===== src/pkg/dsp_pkg.sv =====
// shared types and constants for the data strobe pin block
package dsp_pkg;
	// fixed part width: one byte lane (byte-wide part)
	localparam int BYTE_W = 8;
	localparam int LANES = 1;
	localparam int DQ_W = BYTE_W * LANES;
	// burst framing in strobe or clock edges
	localparam logic [3:0] BEAT_LAST = 4'h7;
	// mode register selection by bank address
	localparam logic [2:0] BA_MR1 = 3'h1;
	localparam logic [2:0] BA_MR3 = 3'h3;
	// mode register one fields
	localparam int MR1_LEVEL_BIT = 7;
	localparam int MR1_TSTROBE_BIT = 11;
	// mode register three multipurpose register enable
	localparam int MR3_MPR_BIT = 2;
	// address bit that picks all banks or the long calibration
	localparam int AP_BIT = 10;
	localparam logic [14:0] MR_RESET = 15'h0000;
	// command pin codes {cs_b, ras_b, cas_b, we_b}
	localparam logic [3:0] PIN_MODE = 4'h0;
	localparam logic [3:0] PIN_REFRESH = 4'h1;
	localparam logic [3:0] PIN_CLOSE = 4'h2;
	localparam logic [3:0] PIN_OPEN = 4'h3;
	localparam logic [3:0] PIN_WRITE = 4'h4;
	localparam logic [3:0] PIN_READ = 4'h5;
	localparam logic [3:0] PIN_ZQ = 4'h6;
	// decoded commands handed to the core
	typedef enum logic [3:0] {
		CMD_NONE, CMD_ROW_OPEN, CMD_BANK_CLOSE, CMD_ALL_BANK_CLOSE, CMD_MODE_SET,
		CMD_REFRESH, CMD_LONG_CAL, CMD_SHORT_CAL, CMD_POWERDOWN_ENTRY,
		CMD_POWERDOWN_EXIT, CMD_SELF_REFRESH_ENTRY, CMD_SELF_REFRESH_EXIT,
		CMD_READ, CMD_WRITE, CMD_MULTIPURPOSE_READ
	} dsp_cmd_code_t;
	// command and address pins, sampled as one group
	typedef struct packed {
		logic cs_b;
		logic ras_b;
		logic cas_b;
		logic we_b;
		logic cke;
		logic termination_control;
		logic [2:0] bank;
		logic [14:0] addr;
	} dsp_ca_t;
	// decoded command with its address
	typedef struct packed {
		dsp_cmd_code_t code;
		logic [2:0] bank;
		logic [14:0] addr;
	} dsp_cmd_t;
	// burst engine states, one-hot
	typedef enum logic [2:0] {
		ST_IDLE = 3'b001,
		ST_WRITE = 3'b010,
		ST_READ = 3'b100
	} dsp_state_t;
endpackage


===== src/hdl/dsp_pins.sv =====
// pin-level data, strobe, mask and termination logic of the memory device
`timescale 1ns/100ps
// Overview of operation
// - low reset pin holds device reset, independent of the command clock (synchronised to the system clock)
// - leveling feedback on bit 0 / bit 8
// - read strobe edge-aligned; write strobe centred
// - strobes always differential true/complement pairs
// - mode bit 11 set: strobe termination on termination strobe
// - mode bit 11 clear: pin is write mask
// - termination strobe only on byte-wide parts
// - input-only pins get no termination
// - termination strobe follows termination control input
// - masked write beats are dropped
module dsp_pins import dsp_pkg::*; (
	input wire logic clock,
	input wire logic rst_b,
	input wire logic device_reset_b,
	input wire dsp_ca_t ca,
	input wire logic ck,
	input wire logic [DQ_W-1:0] dq_i,
	output logic [DQ_W-1:0] dq_o,
	output logic dq_oe_b,
	input wire logic dqs_i,
	input wire logic dqs_b_i,
	output logic dqs_o,
	output logic dqs_b_o,
	output logic dqs_oe_b,
	input wire logic write_byte_mask,
	output logic term_dq,
	output logic term_dqs,
	output logic term_termination_strobe,
	output logic cmd_valid,
	output dsp_cmd_t cmd,
	output logic wr_valid,
	output logic [DQ_W-1:0] wr_data,
	input wire logic wr_ready,
	output logic wr_overflow,
	input wire logic [DQ_W-1:0] rd_data,
	output logic rd_take
);
	// two-flop synchronisers; the first stage feeds only the second
	dsp_ca_t ca_s1, ca_s2;
	logic [DQ_W-1:0] dq_s1, dq_s2;
	logic rst_s1, rst_s2;
	logic ck_s1, ck_s2, ck_s3;
	logic dqs_s1, dqs_s2, dqs_s3, dqsb_s1, dqsb_s2;
	logic mask_s1, mask_s2;
	// combined reset: board reset or device reset pin
	logic live;
	// edge events derived from synchronised levels
	logic ck_rise, ck_edge, dqs_edge, dqs_rise;
	// mode state
	logic [14:0] mode_register_one_reg;
	logic mpr_reg;
	logic cke_seen_reg, cke_prev_reg, self_refresh_reg;
	logic tstrobe_en, level_en;
	// burst engine
	dsp_state_t state_reg;
	logic [3:0] beat_reg;
	// write path buffer: output stage and one skid entry
	logic skid_v_reg;
	logic [DQ_W-1:0] skid_reg;
	logic push, buf_space;
	dsp_cmd_code_t code_now;

	// decode the command pins at a clock rising edge
	function automatic dsp_cmd_code_t decode(dsp_ca_t c, logic cke_prev, logic sr, logic multipurpose_register);
		logic [3:0] pins;
		pins = {c.cs_b, c.ras_b, c.cas_b, c.we_b};
		decode = CMD_NONE;
		if (cke_prev && !c.cke) begin
			// falling enable: refresh enters self refresh, else power-down
			decode = (pins == PIN_REFRESH) ? CMD_SELF_REFRESH_ENTRY : CMD_POWERDOWN_ENTRY;
		end else if (!cke_prev && c.cke) begin
			decode = sr ? CMD_SELF_REFRESH_EXIT : CMD_POWERDOWN_EXIT;
		end else if (!c.cke || c.cs_b) begin
			decode = CMD_NONE;
		end else if (pins == PIN_OPEN) begin
			decode = CMD_ROW_OPEN;
		end else if (pins == PIN_CLOSE) begin
			decode = c.addr[AP_BIT] ? CMD_ALL_BANK_CLOSE : CMD_BANK_CLOSE;
		end else if (pins == PIN_MODE) begin
			decode = CMD_MODE_SET;
		end else if (pins == PIN_REFRESH) begin
			decode = CMD_REFRESH;
		end else if (pins == PIN_ZQ) begin
			decode = c.addr[AP_BIT] ? CMD_LONG_CAL : CMD_SHORT_CAL;
		end else if (pins == PIN_READ) begin
			decode = multipurpose_register ? CMD_MULTIPURPOSE_READ : CMD_READ;
		end else if (pins == PIN_WRITE) begin
			decode = CMD_WRITE;
		end
	endfunction

	// synchronise every pin into the system clock
	always_ff @(posedge clock) begin
		ca_s1 <= ca;
		ca_s2 <= ca_s1;
		dq_s1 <= dq_i;
		dq_s2 <= dq_s1;
		ck_s1 <= ck;
		ck_s2 <= ck_s1;
		ck_s3 <= ck_s2;
		dqs_s1 <= dqs_i;
		dqs_s2 <= dqs_s1;
		dqs_s3 <= dqs_s2;
		dqsb_s1 <= dqs_b_i;
		dqsb_s2 <= dqsb_s1;
		mask_s1 <= write_byte_mask;
		mask_s2 <= mask_s1;
		rst_s1 <= device_reset_b;
		rst_s2 <= rst_s1;
	end

	// reset pin acts without command clock edges, after its two-flop system clock synchroniser
	assign live = rst_b && rst_s2;
	assign ck_edge = ck_s2 != ck_s3;
	assign ck_rise = ck_s2 && !ck_s3;
	// strobe edge counts only on a true differential pair
	assign dqs_edge = (dqs_s2 != dqs_s3) && (dqs_s2 != dqsb_s2);
	assign dqs_rise = dqs_edge && dqs_s2;
	// termination strobe exists on byte-wide parts only
	// wide parts treat the mode bit as zero
	assign tstrobe_en = mode_register_one_reg[MR1_TSTROBE_BIT] && (LANES == 1);
	assign level_en = mode_register_one_reg[MR1_LEVEL_BIT];
	assign code_now = decode(ca_s2, cke_prev_reg, self_refresh_reg, mpr_reg);

	// command reporting, mode registers and power state
	always_ff @(posedge clock) begin
		if (!live) begin
			cmd_valid <= 1'b0;
			cmd <= '0;
			mode_register_one_reg <= MR_RESET;
			mpr_reg <= 1'b0;
			cke_seen_reg <= 1'b0;
			cke_prev_reg <= 1'b0;
			self_refresh_reg <= 1'b0;
		end else begin
			cmd_valid <= 1'b0;
			if (ck_rise) begin
				cke_prev_reg <= ca_s2.cke;
				// termination stays off until enable first seen high
				if (ca_s2.cke) begin
					cke_seen_reg <= 1'b1;
				end
				if (code_now != CMD_NONE) begin
					cmd_valid <= 1'b1;
					cmd <= '{code: code_now, bank: ca_s2.bank, addr: ca_s2.addr};
				end
				if (code_now == CMD_SELF_REFRESH_ENTRY) begin
					self_refresh_reg <= 1'b1;
				end else if (code_now == CMD_SELF_REFRESH_EXIT) begin
					self_refresh_reg <= 1'b0;
				end
				// mode set to register one or three updates local copies
				if (code_now == CMD_MODE_SET && ca_s2.bank == BA_MR1) begin
					mode_register_one_reg <= ca_s2.addr;
				end else if (code_now == CMD_MODE_SET && ca_s2.bank == BA_MR3) begin
					mpr_reg <= ca_s2.addr[MR3_MPR_BIT];
				end
			end
		end
	end

	// only data-side pins carry termination flags
	// termination control gates every terminated pair
	always_ff @(posedge clock) begin
		if (!live) begin
			term_dq <= 1'b0;
			term_dqs <= 1'b0;
			term_termination_strobe <= 1'b0;
		end else begin
			// no termination while the burst engine is in the read state
			term_dq <= ca_s2.termination_control && cke_seen_reg && state_reg != ST_READ;
			term_dqs <= ca_s2.termination_control && cke_seen_reg && state_reg != ST_READ;
			// same termination as the strobe pair, further gated by the termination strobe enable
			term_termination_strobe <= ca_s2.termination_control && cke_seen_reg
				&& state_reg != ST_READ && tstrobe_en;
		end
	end

	// burst engine: write capture, read drive and leveling feedback
	always_ff @(posedge clock) begin
		if (!live) begin
			state_reg <= ST_IDLE;
			beat_reg <= '0;
			dq_o <= '0;
			dq_oe_b <= 1'b1;
			dqs_o <= 1'b0;
			dqs_b_o <= 1'b1;
			dqs_oe_b <= 1'b1;
			rd_take <= 1'b0;
		end else begin
			rd_take <= 1'b0;
			case (state_reg)
				ST_IDLE: begin
					beat_reg <= '0;
					if (ck_rise && (code_now == CMD_READ || code_now == CMD_MULTIPURPOSE_READ)) begin
						state_reg <= ST_READ;
						dq_oe_b <= 1'b0;
						dqs_oe_b <= 1'b0;
						dqs_o <= 1'b0;
						dqs_b_o <= 1'b1;
					end else if (ck_rise && code_now == CMD_WRITE) begin
						state_reg <= ST_WRITE;
						dq_oe_b <= 1'b1;
					end else if (level_en && dqs_rise) begin
						// sample clock onto each lane's prime bit
						for (int i = 0; i < LANES; i++) begin
							dq_o[i*BYTE_W] <= ck_s2;
						end
						dq_oe_b <= 1'b0;
					end else if (!level_en && dqs_oe_b) begin
						// last read beat keeps the data pins until the strobe lets go
						dq_oe_b <= 1'b1;
					end
				end
				ST_WRITE: begin
					// host strobe centred, capture on each edge
					if (dqs_edge) begin
						beat_reg <= beat_reg + 4'h1;
						if (beat_reg == BEAT_LAST) begin
							state_reg <= ST_IDLE;
						end
					end
				end
				ST_READ: begin
					// complement always opposite the true strobe
					if (ck_edge) begin
						dq_o <= rd_data;
						rd_take <= 1'b1;
						dqs_o <= !dqs_o;
						dqs_b_o <= dqs_o;
						beat_reg <= beat_reg + 4'h1;
						if (beat_reg == BEAT_LAST) begin
							state_reg <= ST_IDLE;
						end
					end else if (beat_reg == BEAT_LAST + 4'h1) begin
						dq_oe_b <= 1'b1;
						dqs_oe_b <= 1'b1;
					end
				end
				default: begin
					state_reg <= ST_IDLE;
				end
			endcase
			// release pins after the last read beat has stood
			if (state_reg == ST_IDLE && !level_en && !dqs_oe_b && ck_edge) begin
				dqs_oe_b <= 1'b1;
				dq_oe_b <= 1'b1;
			end
		end
	end

	// mask pin only when termination strobe off
	assign push = state_reg == ST_WRITE && dqs_edge && !(mask_s2 && !tstrobe_en);
	// room exists unless both entries hold words
	assign buf_space = !skid_v_reg;

	// two-entry write buffer; a receiver stall fills the skid entry
	always_ff @(posedge clock) begin
		if (!live) begin
			wr_valid <= 1'b0;
			wr_data <= '0;
			skid_v_reg <= 1'b0;
			skid_reg <= '0;
			wr_overflow <= 1'b0;
		end else if (wr_valid && wr_ready) begin
			if (skid_v_reg) begin
				wr_data <= skid_reg;
				skid_v_reg <= push;
				skid_reg <= dq_s2;
			end else begin
				wr_valid <= push;
				wr_data <= dq_s2;
			end
		end else if (push) begin
			if (!wr_valid) begin
				wr_valid <= 1'b1;
				wr_data <= dq_s2;
			end else if (buf_space) begin
				skid_v_reg <= 1'b1;
				skid_reg <= dq_s2;
			end else begin
				// pins cannot be stalled; a lost word is flagged sticky
				wr_overflow <= 1'b1;
			end
		end
	end
endmodule


===== config.mk =====
export PLATFORM = sky130hd
export DESIGN_NAME = dsp_pins
export DESIGN_NICKNAME = d
export VERILOG_FILES = /design/src/pkg/dsp_pkg.sv /design/src/hdl/dsp_pins.sv
export SDC_FILE = /design/constraint.sdc
export NUM_CORES = 1
export LEC_CHECK = 0
export BUFFER_PORTS_ARGS = -buffer_cell sky130_fd_sc_hd__buf_2
export CAP_MARGIN = 10
export CORE_MARGIN = 4
export CORE_UTILIZATION = 48
export DETAILED_ROUTE_END_ITERATION = 10
export MAX_ROUTING_LAYER = met4
export PLACE_DENSITY = 0.73
export SETUP_SLACK_MARGIN = 0.1
export SLEW_MARGIN = 20
export SYNTH_ARGS = -nofsm -noshare
export SYNTH_HDL_FRONTEND = slang
export SYNTH_SLANG_ARGS = --single-unit

===== constraint.sdc =====
create_clock -name clock -period 2 [get_ports clock]
set_input_delay 0.3 -clock clock [delete_from_list [all_inputs] [get_ports clock]]
set_output_delay 0.3 -clock clock [all_outputs]
set_load 0.01 [all_outputs]

==> results.json, run 1 <==
{
  "status": "complete, no violations",
  "chipHeight_um": 107,
  "die_width_um": 107,
  "layoutNonFillerInstCount": 734,
  "relSlewSlack_pct": 57.6,
  "ys_dominant_reg_cell": "sky130_fd_sc_hd__dfxtp_1",
  "post_synth_inst_count": 445,
  "largest_registers_in_the_final_layout": "ca_s1 (24), ca_s2 (24), cmd (22)",
  "area_delta_synth_final_pct": 35.0,
  "floorplan.die_area_um2": 11500,
  "detail_route.first_pass.iterations": 4,
  "cts_root_buffer": "sky130_fd_sc_hd__clkbuf_8",
  "power.density_nw_per_um2": 981,
  "antenna_found_initial": 0,
  "dpl_worst_slack_ns": 0.0422,
  "critical-path-slowest-cell": "sky130_fd_sc_hd__a2111o_1",
  "routabilityCongestion": 0.924,
  "route.final.wire_length_um": 10300,
  "count_of_flip_flops_with_a_built_in_enable_after_synthesis": 0,
  "cp_cell_sequence": "ha_4, inv_4, a2111o_1, nor3_2, nand2_1, a2111o_1",
  "regToRegEndpoint": "dqs_oe_b",
  "yosys_warnings": 0,
  "grt_first_pass_wirelength_um": 16900,
  "hold_path_class": "in2reg",
  "floorplan.io_pins": 97,
  "ctsHtreeMaxLevel": 4,
  "max-clock-path-buffers": 2,
  "critical_path_most_common_cell": "sky130_fd_sc_hd__a2111o_1",
  "maximum_achievable_frequency_ghz": 0.549,
  "synth_cell_types": 59,
  "routed_via_density": 4.97,
  "detail_route.drc_violations": 0,
  "tritoncts": "yes",
  "setup_tns_ns": 0,
  "maxCapViolations": 0,
  "fin_crit_sh_pct": 91.1,
  "ys_ff_latch": 146,
  "setup.worst_path.class": "reg2reg",
  "n_antenna_cell": 0,
  "numPlacedInstances": 662,
  "r2r_slack_ns": 0.18,
  "timing.hold.worst_endpoint": "dq_o[4]",
  "fin_worst_skew_ns": 0.00830,
  "final.setup.worst_slack_ns": 0.179,
  "cp_max_fo": 4,
  "drt_first_iter_violations": 171,
  "globalRouteOverflowTotal": 0,
  "number_of_global_route_vias_before_repair": 3585,
  "grt_max_degree": 36,
  "worst-path-buf-inv": 1,
  "min_path_cells": 3,
  "routed-via-count": 3645,
  "critPathRequiredTime_ns": 2.39,
  "worst_path_dominant_cell_family": "compound AO/OA/AOI/OAI gates",
  "crit_path_end_kind": "flip-flop",
  "cts-buffers-inserted": 17,
  "fin_crit_ns": 1.82,
  "share_of_synthesized_flip_flops_with_an_asynchronous_set_or_reset_pct": 0,
  "critical_path.reg2reg.startpoint": "ck_s2",
  "synthesis.area_um2": 4730,
  "critPathLaunchType": "flip-flop",
  "row_count": 35,
  "postSynthNetCount": 496,
  "post_synth.cell_area_avg_um2": 10.6,
  "share_of_the_yosys_chip_area_belonging_to_registers_pct": 61.8,
  "tightestPinTransition_ns": 0.628,
  "gr-usage-all-layers_pct": 19.1,
  "clkLatencyLatePin_ns": 0.51,
  "critPathArrivalTime_ns": 2.21,
  "clk_transition_reported_paths_ns": 0.06,
  "numPortBuffers": 96,
  "design.final.nets": 643,
  "detail-route-antenna-nets": 0,
  "worst_path_largest_cell_delay_ns": 0.44,
  "hold_slack_ns": 0.0330,
  "final-setup-viol-count": 0,
  "synth_area_leaders": "sky130_fd_sc_hd__dfxtp_1, sky130_fd_sc_hd__mux2i_1, sky130_fd_sc_hd__nand2_1, sky130_fd_sc_hd__a21oi_1, sky130_fd_sc_hd__o21ai_0",
  "final-max-slew-violation-count": 0,
  "initial_core_utilization_pct": 50.2,
  "floorplan.core_area_um2": 9420,
  "r2r.worst_path.cells": 6,
  "routedWlPerCell_um": 14.0,
  "share_of_post_route_cells_with_drive_strength_above_1_pct": 29.9,
  "netlist.area_leader.share_pct": 61.8,
  "rsz0062_at_grt": "true",
  "power.static_leakage_nw": 2.68,
  "cts.sinks": 146,
  "hold_viol": 0,
  "vdd_ir_drop_max_uv": 836,
  "netlist.top_cell.by_area": "sky130_fd_sc_hd__dfxtp_1",
  "place.detailed.hpwl_um": 6630,
  "timing.hold.worst.start": "rd_data[4]"
}
[cell type report]
| cell class | instances | area, µm² |
|---|---|---|
| Clock buffer | 20 | 445 |
| Clock inverter | 12 | 125 |
| Inverter | 11 | 43.8 |
| Sequential cell | 146 | 2930 |
| Fill cell | 718 | 3030 |
| Tap cell | 129 | 161 |
| Multi-Input combinational cell | 266 | 1680 |
| Timing Repair Buffer | 150 | 1000 |
[power breakdown]
part	internal, mW	total (mW)	switching [mW]
Clock	1.74	2.96	1.22
Combinational	0.141	0.257	0.116
Sequential	3.00	3.05	0.0450
[synth_stat cells (2+ instances only)]
library cell and count:
sky130_fd_sc_hd__buf_6 2, sky130_fd_sc_hd__a2111o_1 2, sky130_fd_sc_hd__dfxtp_1 146, sky130_fd_sc_hd__ha_1 3, sky130_fd_sc_hd__nand2b_1 5, sky130_fd_sc_hd__a31oi_1 3, sky130_fd_sc_hd__and2_1 4, sky130_fd_sc_hd__nor3_1 6
sky130_fd_sc_hd__clkbuf_1 11, sky130_fd_sc_hd__nor2b_1 3, sky130_fd_sc_hd__a21oi_1 32, sky130_fd_sc_hd__and3b_1 2, sky130_fd_sc_hd__mux2i_1 32, sky130_fd_sc_hd__or2_2 2, sky130_fd_sc_hd__buf_4 3, sky130_fd_sc_hd__a211oi_1 2
sky130_fd_sc_hd__nand3_1 11, sky130_fd_sc_hd__nor3b_1 3, sky130_fd_sc_hd__buf_2 3, sky130_fd_sc_hd__o21ai_0 18, sky130_fd_sc_hd__nor4bb_1 2, sky130_fd_sc_hd__nor2_1 18, sky130_fd_sc_hd__o221a_2 8, sky130_fd_sc_hd__nand2_1 75
sky130_fd_sc_hd__inv_1 11, sky130_fd_sc_hd__o2111ai_1 2, sky130_fd_sc_hd__and3_1 4
[layout by cell type (no fill, tap or decap), drive strengths merged, types with 5 or more instances in the layout]
cell type	count
dfxtp	146
clkinv	6
inv	14
nor3	7
dlygate4sd3	37
nand2	76
a21oi	32
mux2i	33
nand2b	5
nand3	11
buf	113
clkbuf	20
o21ai	20
nor2	18
o221a	8
[cell families (layout without fill, tap and decap cells)]
| family | Yosys count | in the layout | share of synthesized area [%] |
|---|---|---|---|
| mux | 34 | 34 | 7.30 |
| compound gates | 79 | 79 | 10.9 |
| xor+xnor | 2 | 2 | 0.370 |
| buf+inv | 33 | 193 | 3.57 |
| simple gates | 148 | 148 | 15.3 |
| flops | 146 | 146 | 61.8 |
| fa+ha+maj | 3 | 3 | 0.794 |
[tightest hold or removal path: cells and delay by family]
kind                   cells  cell delay [ns]
buffers and inverters      1             0.09
AND/OR/NAND/NOR            1             0.05
AO/OA/AOI/OAI              1             0.05
[routing by layer]
| layer | global-route usage [%] | share of wire (%) |
|---|---|---|
| met1 | 22.1 | 44 |
| met2 | 30.4 | 48 |
| met3 | 6.66 | 6.9 |
| met4 | 7.49 | 1.0 |
| met5 | - | 0 |
[per-stage QoR]
| stage | util (%) | total power, mW | cell area [µm²] |
|---|---|---|---|
| after floorplan | - | 3.20 | 4730 |
| after global placement | 57.1 | 3.29 | 5380 |
| after detailed placement | 57.1 | 3.29 | 5380 |
| after CTS | 67.1 | 6.31 | 6320 |
| after global routing | 67.8 | 6.51 | 6390 |
| final | 67.8 | 6.27 | 6390 |
[how the worst max path moves through the flow]
stage               startpoint    endpoint  cells after the start
finish                   ck_s2    dqs_oe_b                      6
global route             ck_s2    dqs_oe_b                      6
CTS                     dqs_s2  wr_data[5]                      5
detailed placement   ca_s2[19]    dqs_oe_b                      5
global placement     ca_s2[19]    dqs_oe_b                      5
floorplan                ck_s2    dqs_oe_b                      7
[what timing repair did]
action,CTS,global route
setup endpoints to repair,8,19
pin swaps,0,7
hold endpoints to repair,37,0
gates resized for setup,2,16
hold buffers,37,0
buffers inserted,0,3
Note: power is estimated with default switching activity, not from simulation.
==> inputs of run 2 (changes only) <==
==> constraint.sdc (replaced) <==
create_clock -name clock -period 1.5 [get_ports clock]
set_input_delay 0.225 -clock clock [delete_from_list [all_inputs] [get_ports clock]]
set_output_delay 0.225 -clock clock [all_outputs]
set_load 0.01 [all_outputs]
==> run 2 against run 1 <==
  * The flow now finishes with violations (negative setup slack)
  * Critical endpoint is now mode_register_one_reg[7]
  * Critical path type unchanged
  * Largest power group unchanged
  * Die area did not move
  * Critical path depth fell by 1
  * Clock power rose by 28%
  * Non-clock buffer count rose by 56
  * Clock skew barely moved
  * Setup slack got worse by 0.49 ns
  * Wire length rose by 25%
  * Power rose by 33%
==> results.json, run 2 (same netlist as run 1, synthesis figures left out) <==
{
  "die_width_um": 107,
  "grt_max_degree": 40,
  "critPathRequiredTime_ns": 1.91,
  "chipHeight_um": 107,
  "drt_first_iter_violations": 167,
  "cts.sinks": 146,
  "routabilityCongestion": 0.836,
  "place_area_um2": 5730,
  "status": "finished, violations left",
  "row_count": 35,
  "floorplan.io_pins": 97,
  "routed-via-count": 4009,
  "relSlewSlack_pct": 70.6,
  "area_delta_synth_final_pct": 57.1,
  "fin_crit_ns": 1.81,
  "route.final.wire_length_um": 12800,
  "layout.cells.most_common": "sky130_fd_sc_hd__dfxtp_1",
  "ctsHtreeMaxLevel": 4,
  "cts_root_buffer": "sky130_fd_sc_hd__clkbuf_8",
  "clkLatencyLatePin_ns": 0.52,
  "n_antenna_cell": 0,
  "hold_path_class": "in2reg",
  "critPathArrivalTime_ns": 2.22,
  "power.static_leakage_nw": 3.08,
  "vdd_ir_drop_max_uv": 1100,
  "fin_worst_skew_ns": 0.00849,
  "max-clock-path-buffers": 2,
  "share_of_post_route_cells_with_drive_strength_above_1_pct": 46.6,
  "tritoncts": "yes",
  "antenna_found_initial": 0,
  "multi_input_area_um2": 2150,
  "cp_max_fo": 4,
  "maximum_achievable_frequency_ghz": 0.553,
  "clk_transition_reported_paths_ns": 0.07,
  "final-max-slew-violation-count": 0,
  "layout.cells.most_common_list": "sky130_fd_sc_hd__dfxtp_1, sky130_fd_sc_hd__buf_2, sky130_fd_sc_hd__nand2_1",
  "layout.cell_area.non_filler_um2": 7430,
  "hold_viol": 0,
  "tightestPinTransition_ns": 0.441,
  "place.detailed.hpwl_um": 7100,
  "globalRouteOverflowTotal": 0,
  "final.setup.worst_slack_ns": -0.309,
  "floorplan.die_area_um2": 11500,
  "critPathLaunchType": "flip-flop",
  "rsz0062_at_grt": "true",
  "detail_route.first_pass.iterations": 5,
  "largest_registers_in_the_final_layout": "ca_s1 (24), ca_s2 (24), cmd (22)",
  "power.density_nw_per_um2": 1120,
  "final-setup-viol-count": 48,
  "failing_checks": "negative setup slack",
  "design.final.nets": 699,
  "routed_via_density": 5.07,
  "numPortBuffers": 96,
  "gr-usage-all-layers_pct": 21.5,
  "detail_route.drc_violations": 0,
  "fin_crit_sh_pct": 121,
  "number_of_global_route_vias_before_repair": 3992,
  "cts-buffers-inserted": 17,
  "initial_core_utilization_pct": 50.2,
  "detail-route-antenna-nets": 0,
  "maxCapViolations": 0,
  "setup.worst_path.class": "reg2reg",
  "routedWlPerCell_um": 16.2,
  "filler_instances": 534,
  "grt_first_pass_wirelength_um": 18900,
  "post-layout-total-power_mw": 8.35,
  "floorplan.core_area_um2": 9420,
  "crit_path_end_kind": "flip-flop",
  "area_taken_by_flip_flops_and_latches_um2": 2960
}
==> run 2: timing repair <==
item / in CTS / in global routing
hold buffers: 44 / 0
setup buffers: 10 / 6
endpoints found under the hold margin: 44 / 0
gates cloned: 2 / 1
pin swaps: 21 / 24
setup endpoints to repair: 61 / 66
resized for setup: 70 / 71
==> run 2: final cells by class <==
cell class	instances	share of cell area (%)
clock buffers	18	5.62
clock inverters	14	1.62
inverters	11	0.589
multi-input cells	266	28.9
flip-flops and latches	146	39.9
well taps	129	2.17
repair buffers	206	21.2
==> run 2: final timing paths <==
check / cells past startpoint / slack [ns] / startpoint / endpoint
setup / recovery: 5 / -0.31 / ca_s2[21] / mode_register_one_reg[7]
hold / removal: 4 / 0.10 / rd_data[0] / dq_o[0]
setup reg to reg: 5 / -0.31 / ca_s2[21] / mode_register_one_reg[7]
hold reg to reg: 0 / 0.32 / ca_s1[22] / ca_s2[22]
==> run 2: per-layer routing <==
layer,routed length (µm),vias up,global-route usage (%)
li1,-,1943,-
met1,5170,1905,24.3
met2,6650,126,36.0
met3,698,35,7.56
met4,300,0,6.58
met5,0,-,-
==> run 2: where the power goes <==
group          internal (mW)  total [mW]  leakage (nW)  switching, mW
combinational          0.276       0.499          1.63          0.223
clock                   2.08        3.79         0.245           1.71
sequential              3.99        4.06          1.21         0.0639
==> run 2: critical path, stage by stage, from the launching register on <==
cell,delay (ns)
sky130_fd_sc_hd__dfxtp_4,0.36
sky130_fd_sc_hd__a21oi_4,0.19
sky130_fd_sc_hd__mux2i_4,0.32
sky130_fd_sc_hd__nand4_4,0.16
sky130_fd_sc_hd__or4_4,0.53
sky130_fd_sc_hd__mux2i_1,0.13
==> run 2: through the flow <==
stage               setup slack [ns]  TNS (ns)  hold slack, ns  util [%]  cells
finish                        -0.309     -7.16           0.103      78.9    790
global route                  -0.385    -10.85           0.112      78.9    790
CTS                           -0.226     -4.13          0.0652      75.1    784
detailed placement            -0.308     -8.01           0.312      60.8    696
global placement              -0.272     -5.76           0.310      60.8    696
floorplan                     -0.297     -4.35           0.253         -    445
